### src/inc/dgp_cfg.svh
// offsets, field positions, reset values and timing counts of the dual pin control block
`ifndef DGP_CFG_SVH
`define DGP_CFG_SVH

// register byte offsets
`define DGP_OFF_EVT_SET 8'h80
`define DGP_OFF_EVT_CLR 8'h84
`define DGP_OFF_MSK_SET 8'h88
`define DGP_OFF_MSK_CLR 8'h8c
`define DGP_OFF_CTRL 8'hfc

// pin control field positions
`define DGP_B_IRQ_EN 31
`define DGP_B_INV 29
`define DGP_B_OE 28
`define DGP_B_VAL 24
`define DGP_A_IRQ_EN 23
`define DGP_A_INV 21
`define DGP_A_OE 20
`define DGP_A_VAL 16

// general-purpose event bit in the event and mask registers
`define DGP_GP_EVT_BIT 25

// reset values
`define DGP_CTRL_RST 32'h0000_0000
`define DGP_RD_IDLE 32'h0000_0000

// synchroniser depth in clock cycles
`define DGP_SYNC_STAGES 2

`endif

### src/inc/dgp_pkg.sv
// types shared by the dual pin control block
package dgp_pkg;

   // software-owned pin control fields
   typedef struct packed {
      logic b_irq_en;
      logic b_inv;
      logic b_oe;
      logic b_val;
      logic a_irq_en;
      logic a_inv;
      logic a_oe;
      logic a_val;
   } dgp_ctrl_s;

   // drive of one two-way pin
   typedef struct packed {
      logic out;
      logic oe;
   } dgp_pin_drv_s;

endpackage

### src/hw/dgp_pin_sync.sv
// two-flop pin synchroniser with level-change detection
`timescale 1ns/1ps
module dgp_pin_sync (
   // clock, reset and freeze
   input wire logic mclk,
   input wire logic rst,
   input wire logic ce,
   // raw pin level
   input wire logic pin,
   // synchronised level and change flag
   output logic lvl,
   output logic chg
);
   logic meta;
   logic prev;

   // meta feeds only the second flop
   always_ff @(posedge mclk or posedge rst) begin
      if (rst) begin
         meta <= 1'b0;
         lvl <= 1'b0;
         prev <= 1'b0;
      end else if (ce) begin
         meta <= pin;
         lvl <= meta;
         prev <= lvl;
      end
   end

   // one change per transition: prev catches up on the next enabled edge
   assign chg = lvl ^ prev;
endmodule // dgp_pin_sync

### src/hw/dgp_gpio.sv
// dual general-purpose pin control and status with a wishbone register port
//
// Notes on behaviour
// with pin b change interrupt enable (bit 31) set, every level change on pin b raises the event.
// with pin a change interrupt enable (bit 23) set, every level change on pin a raises the event.
// the pin event sets a sticky status flag and drives the interrupt only where its mask allows.
// pin b polarity invert (bit 29) inverts the logical sense of pin b.
// pin a polarity invert (bit 21) inverts the logical sense of pin a.
// pin b is driven while its output enable (bit 28) is set and left floating otherwise.
// pin a is driven while its output enable (bit 20) is set and left floating otherwise.
// reading pin b value (bit 24) returns the live logical input, not the stored drive.
// writing pin b value stores the drive level, seen on the pin only while enabled.
// reading pin a value (bit 16) returns the live logical input, not the stored drive.
// writing pin a value stores the drive level, seen on the pin only while enabled.
// bits 30, 27-25, 22, 19-17 and 15-0 of the pin control word read zero and ignore writes.
// each pin is synchronised and a change of successive samples makes one event.
//
// Implementation choice: the Wishbone register port.
`timescale 1ns/1ps
`include "dgp_cfg.svh"
module dgp_gpio (
   // clock, reset and freeze
   input wire logic mclk,
   input wire logic rst,
   input wire logic ce,
   // wishbone classic slave
   input wire logic wb_cyc_i,
   input wire logic wb_stb_i,
   input wire logic wb_we_i,
   input wire logic [3:0] wb_sel_i,
   input wire logic [7:0] wb_adr_i,
   input wire logic [31:0] wb_dat_i,
   output logic [31:0] wb_dat_o,
   output logic wb_ack_o,
   // pin a
   input wire logic aux_pin_a_in,
   output dgp_pkg::dgp_pin_drv_s aux_pin_a_drv,
   // pin b
   input wire logic aux_pin_b_in,
   output dgp_pkg::dgp_pin_drv_s aux_pin_b_drv,
   // interrupt request
   output logic gp_irq
);
   import dgp_pkg::*;

   // byte lane that carries a bit position is enabled
   function automatic logic lane_on(input logic [3:0] sel, input int pos);
      lane_on = sel[pos / 8];
   endfunction

   // bit written as one on an enabled byte lane
   function automatic logic one_on(input logic [3:0] sel, input logic [31:0] dat,
                                   input int pos);
      one_on = sel[pos / 8] & dat[pos];
   endfunction

   // register offset match on word address
   function automatic logic at_off(input logic [7:0] adr, input logic [7:0] off);
      at_off = (adr[7:2] == off[7:2]);
   endfunction

   dgp_ctrl_s ctrl;
   dgp_ctrl_s next_ctrl;

   // reset image of the control fields, each taken from its own bit of the reset word,
   // so the struct never depends on how its members happen to pack
   localparam logic [31:0] CTRL_RST_WORD = `DGP_CTRL_RST;
   localparam dgp_ctrl_s CTRL_RST = '{
      b_irq_en: CTRL_RST_WORD[`DGP_B_IRQ_EN],
      b_inv: CTRL_RST_WORD[`DGP_B_INV],
      b_oe: CTRL_RST_WORD[`DGP_B_OE],
      b_val: CTRL_RST_WORD[`DGP_B_VAL],
      a_irq_en: CTRL_RST_WORD[`DGP_A_IRQ_EN],
      a_inv: CTRL_RST_WORD[`DGP_A_INV],
      a_oe: CTRL_RST_WORD[`DGP_A_OE],
      a_val: CTRL_RST_WORD[`DGP_A_VAL]
   };
   logic gp_event;
   logic gp_mask;
   logic next_event;
   logic next_mask;

   wire logic a_lvl;
   wire logic a_chg;
   wire logic b_lvl;
   wire logic b_chg;

   // both pins pass through their own synchroniser
   dgp_pin_sync u_sync_a (
      .mclk(mclk),
      .rst(rst),
      .ce(ce),
      .pin(aux_pin_a_in),
      .lvl(a_lvl),
      .chg(a_chg)
   );

   dgp_pin_sync u_sync_b (
      .mclk(mclk),
      .rst(rst),
      .ce(ce),
      .pin(aux_pin_b_in),
      .lvl(b_lvl),
      .chg(b_chg)
   );

   // bus request decode; ack high blocks a second take of the same cycle
   wire logic req = wb_cyc_i & wb_stb_i & ~wb_ack_o;
   wire logic wr = req & wb_we_i;
   wire logic hit_ctrl = at_off(wb_adr_i, `DGP_OFF_CTRL);
   wire logic hit_evt_set = at_off(wb_adr_i, `DGP_OFF_EVT_SET);
   wire logic hit_evt_clr = at_off(wb_adr_i, `DGP_OFF_EVT_CLR);
   wire logic hit_msk_set = at_off(wb_adr_i, `DGP_OFF_MSK_SET);
   wire logic hit_msk_clr = at_off(wb_adr_i, `DGP_OFF_MSK_CLR);
   wire logic wr_ctrl = wr & hit_ctrl;

   // byte lanes 3 and 2 hold pin b and pin a fields; reserved bits never stored
   wire logic lane_b = lane_on(wb_sel_i, `DGP_B_VAL);
   wire logic lane_a = lane_on(wb_sel_i, `DGP_A_VAL);
   wire logic upd_b = wr_ctrl & lane_b;
   wire logic upd_a = wr_ctrl & lane_a;

   // next control fields
   assign next_ctrl.b_irq_en = upd_b ? wb_dat_i[`DGP_B_IRQ_EN] : ctrl.b_irq_en;
   assign next_ctrl.b_inv = upd_b ? wb_dat_i[`DGP_B_INV] : ctrl.b_inv;
   assign next_ctrl.b_oe = upd_b ? wb_dat_i[`DGP_B_OE] : ctrl.b_oe;
   assign next_ctrl.b_val = upd_b ? wb_dat_i[`DGP_B_VAL] : ctrl.b_val;
   assign next_ctrl.a_irq_en = upd_a ? wb_dat_i[`DGP_A_IRQ_EN] : ctrl.a_irq_en;
   assign next_ctrl.a_inv = upd_a ? wb_dat_i[`DGP_A_INV] : ctrl.a_inv;
   assign next_ctrl.a_oe = upd_a ? wb_dat_i[`DGP_A_OE] : ctrl.a_oe;
   assign next_ctrl.a_val = upd_a ? wb_dat_i[`DGP_A_VAL] : ctrl.a_val;

   // logical pin values seen through the polarity invert
   wire logic a_logic = a_lvl ^ ctrl.a_inv;
   wire logic b_logic = b_lvl ^ ctrl.b_inv;

   // change events; raw levels are compared so toggling invert makes no event
   wire logic pin_a_evt = a_chg & ctrl.a_irq_en;
   wire logic pin_b_evt = b_chg & ctrl.b_irq_en;
   wire logic pin_evt = pin_a_evt | pin_b_evt;

   // software set and clear of event and mask bits
   wire logic evt_sw_set = wr & hit_evt_set & one_on(wb_sel_i, wb_dat_i, `DGP_GP_EVT_BIT);
   wire logic evt_sw_clr = wr & hit_evt_clr & one_on(wb_sel_i, wb_dat_i, `DGP_GP_EVT_BIT);
   wire logic msk_sw_set = wr & hit_msk_set & one_on(wb_sel_i, wb_dat_i, `DGP_GP_EVT_BIT);
   wire logic msk_sw_clr = wr & hit_msk_clr & one_on(wb_sel_i, wb_dat_i, `DGP_GP_EVT_BIT);

   // a pin event in the clearing cycle survives: set wins over clear
   assign next_event = pin_evt | evt_sw_set | (gp_event & ~evt_sw_clr);
   assign next_mask = msk_sw_set | (gp_mask & ~msk_sw_clr);

   // read words; everything outside the named fields is zero
   logic [31:0] ctrl_word;
   logic [31:0] evt_word;
   logic [31:0] evt_masked_word;
   logic [31:0] msk_word;
   logic [31:0] rd_word;

   always_comb begin
      ctrl_word = `DGP_RD_IDLE;
      ctrl_word[`DGP_B_IRQ_EN] = ctrl.b_irq_en;
      ctrl_word[`DGP_B_INV] = ctrl.b_inv;
      ctrl_word[`DGP_B_OE] = ctrl.b_oe;
      ctrl_word[`DGP_B_VAL] = b_logic;
      ctrl_word[`DGP_A_IRQ_EN] = ctrl.a_irq_en;
      ctrl_word[`DGP_A_INV] = ctrl.a_inv;
      ctrl_word[`DGP_A_OE] = ctrl.a_oe;
      ctrl_word[`DGP_A_VAL] = a_logic;
   end

   // the clear address reads the masked event, as a pending view
   always_comb begin
      evt_word = `DGP_RD_IDLE;
      evt_word[`DGP_GP_EVT_BIT] = gp_event;
      evt_masked_word = `DGP_RD_IDLE;
      evt_masked_word[`DGP_GP_EVT_BIT] = gp_event & gp_mask;
      msk_word = `DGP_RD_IDLE;
      msk_word[`DGP_GP_EVT_BIT] = gp_mask;
   end

   // unmapped offsets answer with zero data, never stall the bus
   assign rd_word = hit_ctrl ? ctrl_word :
                    hit_evt_set ? evt_word :
                    hit_evt_clr ? evt_masked_word :
                    (hit_msk_set | hit_msk_clr) ? msk_word :
                    `DGP_RD_IDLE;

   // bus answer one cycle after the request, held for one enabled cycle only
   always_ff @(posedge mclk or posedge rst) begin
      if (rst) begin
         wb_ack_o <= 1'b0;
         wb_dat_o <= `DGP_RD_IDLE;
      end else if (ce) begin
         wb_ack_o <= req;
         if (req & ~wb_we_i) begin
            wb_dat_o <= rd_word;
         end
      end
   end

   // control and status state; ce low freezes all of it
   always_ff @(posedge mclk or posedge rst) begin
      if (rst) begin
         ctrl <= CTRL_RST;
         gp_event <= 1'b0;
         gp_mask <= 1'b0;
      end else if (ce) begin
         ctrl <= next_ctrl;
         gp_event <= next_event;
         gp_mask <= next_mask;
      end
   end

   // pin drivers: stored value goes out through the invert; oe low means floating
   assign aux_pin_a_drv.oe = ctrl.a_oe;
   assign aux_pin_a_drv.out = ctrl.a_val ^ ctrl.a_inv;
   assign aux_pin_b_drv.oe = ctrl.b_oe;
   assign aux_pin_b_drv.out = ctrl.b_val ^ ctrl.b_inv;

   // interrupt only from the sticky flag and the mask, both flops
   assign gp_irq = gp_event & gp_mask;
endmodule // dgp_gpio

### config.mk
export PLATFORM = sky130hd
export DESIGN_NAME = dgp_gpio
export DESIGN_NICKNAME = d
export VERILOG_FILES = /design/src/inc/dgp_pkg.sv /design/src/hw/dgp_pin_sync.sv /design/src/hw/dgp_gpio.sv
export VERILOG_INCLUDE_DIRS = /design/src /design/src/inc
export SDC_FILE = /design/constraint.sdc
export NUM_CORES = 1
export LEC_CHECK = 0
export ABC_AREA = 1
export BUFFER_PORTS_ARGS = -buffer_cell sky130_fd_sc_hd__buf_2
export CAP_MARGIN = 20
export CORE_ASPECT_RATIO = 1.1
export CORE_MARGIN = 2
export CORE_UTILIZATION = 38
export DETAILED_ROUTE_END_ITERATION = 6
export MAX_ROUTING_LAYER = met4
export PLACE_DENSITY = 0.82
export SLEW_MARGIN = 20
export SYNTH_ARGS = -nofsm -noshare
export SYNTH_HDL_FRONTEND = slang
export SYNTH_SLANG_ARGS = --single-unit
### constraint.sdc
create_clock -name mclk -period 1.1 [get_ports mclk]
set_input_delay 0.11 -clock mclk [delete_from_list [all_inputs] [get_ports mclk]]
set_output_delay 0.11 -clock mclk [all_outputs]
set_load 0.05 [all_outputs]
==> results.md <==
* Startpoint types: register
* IO Pins at 90
* Slowest cell delay on critical path at 410 ps
* Die area at 0.00434 sq mm
* RSZ-0062 raised after global routing: yes
* Global-route wire length before repair at 4440 um
* Via Count at 1,185
* Gr ovfl total at 0
* Antenna cells at 0
* R2R cell count at 8
* CTS Buffer Depth at 2
* Status: finished, violations left
* Vias in the first global route at ~1,100
* Hold Path Class: input port to register
* Final setup margin at -103 ps
* Area post-placement at 0.00167 sq mm
* Final hold viol count at 0
* Core footprint at 0.00365 sq mm
* Max reg flops at 9
* H-tree level count at 1
* Syn_area_per_cell at 7.99 sq um
* Leak Pwr at around 1.1 nW
* Clock skew at 3.16 ps
* Biggest register: wb_dat_o
* Post-route cell area at approximately 0.0018 sq mm
* Die Y at 68.9 um
* WHS Endpoint: u_sync_a.meta
* Die width at roughly 63 um
* Crit path kind: register to register
* Largest net degree at the start of global routing at 27
* # DRC at 0
* Mapped Cells at 182
* Share of post-route cells with drive strength above 1 at between 30 and 40%
* Max Cap Violations at 0
* Final net count at 285
* Placed cell count at 272
* Site row count at 23
* Register area share after synthesis at 44.8%
* Biggest regs: wb_dat_o: 9 flops, ctrl: 6 flops
* Reg2reg setup slack at -100 ps
* Reg2reg end: wb_dat_o[28]
* Synth area leaders: dfrtp_1 45%, nand2_1 17%, buf_4 13%
* Worst r2r src: wb_ack_o
* Crit. End Element: register
* Iter 0 DRT Violations at 43
* CTS clk-pin slew, worst paths at 90 ps
* DRT antenna net count at 0
* Skew-Pair Late Insertion Delay at 270 ps
* Share of the synthesized area in the top cell type at 44.8%
* Pwr/cell area at between 1000 and 1500 mW/mm^2
* Final hold slack at between 30 and 40 ps
* Final WL at roughly 2800 um
* CTS tree: built
* Final setup fails at 21
* Clock root buffer: clkbuf_8
* Antenna violations before repair at 0
* Synth warn at 0
* Worst EP arrival at 1370 ps
* Crit-path leading delay family: simple AND/OR/NAND/NOR gates
* CP max stage cell: dfrtp_2
* Fmax at 0.831 GHz
* Tot Pwr at 0.00221 W
* Period utilisation layout at 109%
* Hold Crit Depth at 3
* Final HPWL from detailed placement at around 2100 um
* Synth unique cells at 22
* Gr usage total at 13.5%
* Synth Register Bits at 26
* CTS buffer count at 3
* Violated checks: negative setup slack
* Critical-path cell list: inv_2 -> nand2_2 -> nor2_4 -> inv_2 -> nor2_8 -> inv_4 -> nand2_1 -> nand2_1
* IO buf count at 39
* Final cell count without fillers at about 280
* Critical-path maximum fanout at 9
* Core Util, Final at 49.9%
* CP bufs+invs at 3
* VDD IR max at around 500 uV
* Syn-to-layout area delta at 25.4%
* Cell Area, Synth at 0.00145 sq mm
* Minimum clock period at 1200 ps
* Hold Crit Start: aux_pin_a_in
* Vias per cell at 4.20
* Clock sink count at 26
* Post-synth top area cell: dfrtp_1
* Critical Path RT at ~1300 ps
* Drt pass-1 iters at 4
* Starting Density at 39.8%
* Final Max Tran Viols at 0
* Placer congestion estimate at between 0.7 and 0.8
* Wirelength per Cell at 9.89 um
## worst max path at each step
stage	startpoint	to	slack (ps)	cells after the start
after detailed placement	wb_ack_o	ctrl[0]	-100	8
after floorplan	wb_ack_o	ctrl[2]	-170	8
after global placement	wb_ack_o	aux_pin_a_drv[0]	-80	8
final	wb_ack_o	wb_dat_o[28]	-100	8
after CTS	wb_ack_o	wb_dat_o[28]	-110	8
after global routing	wb_ack_o	wb_dat_o[28]	-200	8
## synthesized netlist by cell type
cell type / count
nand2_1: 64
dfrtp_1: 26
buf_4: 25
nand3_1: 17
inv_1: 15
nor2_1: 6
o21ai_0: 5
inv_2: 3
nand2_2: 2
nand2_4: 2
nand3b_1: 2
nor2_8: 2
o21ai_1: 2
xnor2_1: 2
xor2_1: 2
a21oi_1: 1
clkbuf_1: 1
clkinv_1: 1
conb_1: 1
nor2_2: 1
nor2_4: 1
o22ai_1: 1
## metrics by stage
stage          TNS, ps  setup WS [ps]
6_report         -1720           -103
3_3_place_gp     -1270          -83.4
4_1_cts          -1850           -115
3_5_place_dp     -1440           -100
5_1_grt          -3550           -201
2_1_floorplan    -2920           -168
## repair_timing
action,4_1_cts,5_1_grt
hold buffers,1,0
resized for setup,5,6
gates cloned,1,1
setup endpoints to repair,22,23
buffers inserted,0,3
pin swaps,2,2
endpoints found under the hold margin,26,0
## layer usage
metal	up-vias	GRT usage, %	part of all wire (%)
met5	-	-	0
met4	0	8.06	2.2
met3	5	1.30	4.9
met2	34	23.7	50
met1	533	15.4	43
li1	613	-	-
## final cells by class
| type | instances | area [sq um] |
|---|---|---|
| Tap cell | 50 | 62.6 |
| Fill cell | 374 | 1830 |
| Clock buffer | 3 | 41.3 |
| Inverter | 19 | 73.8 |
| Clock inverter | 1 | 30.0 |
| Timing Repair Buffer | 48 | 280 |
| Multi-Input combinational cell | 135 | 683 |
| Sequential cell | 26 | 652 |
## report_power, final
part / switching (W) / total [W] / internal (W) / leakage, nW
Sequential: 0.0000266 / 0.00102 / 0.000990 / 0.349
Combinational: 0.000319 / 0.000412 / 0.0000930 / 0.706
Clock: 0.000293 / 0.000780 / 0.000487 / 0.0357
Total: 0.000638 / 0.00221 / 0.00157 / 1.09
## cells by family (layout without fill, tap and decap cells)
| family | after synthesis | in the layout | synth area share (%) |
|---|---|---|---|
| compound gates | 9 | 9 | 3.18 |
| simple gates | 97 | 99 | 31.3 |
| buf+inv | 45 | 71 | 18.1 |
| flops | 26 | 26 | 44.8 |
| xor+xnor | 4 | 4 | 2.41 |
| other cells | 1 | 23 | 0.258 |
## placed cells by master, fill, tap and decap left out
cell,count
nand2_4,3
buf_6,2
nor2_1,6
buf_2,36
xor2_2,2
nand2_2,8
nand3b_1,2
inv_4,1
buf_4,9
inv_1,14
dfrtp_1,25
nor2_4,3
nand3_1,17
o21ai_0,5
bufinv_16,1
clkbuf_8,3
o21ai_1,2
clkinv_1,1
xnor2_1,2
nor2_8,2
dlygate4sd3_1,1
a21oi_1,1
dfrtp_2,1
inv_2,3
o22ai_1,1
nor2_2,1
nand2_1,57
conb_1,23
## worst min-delay path, delay by kind of cell
family | cells | cell delay [ps]
AND/OR/NAND/NOR | 2 | 90
buffers and inverters | 1 | 80
Power figures use the tool's default switching activity.
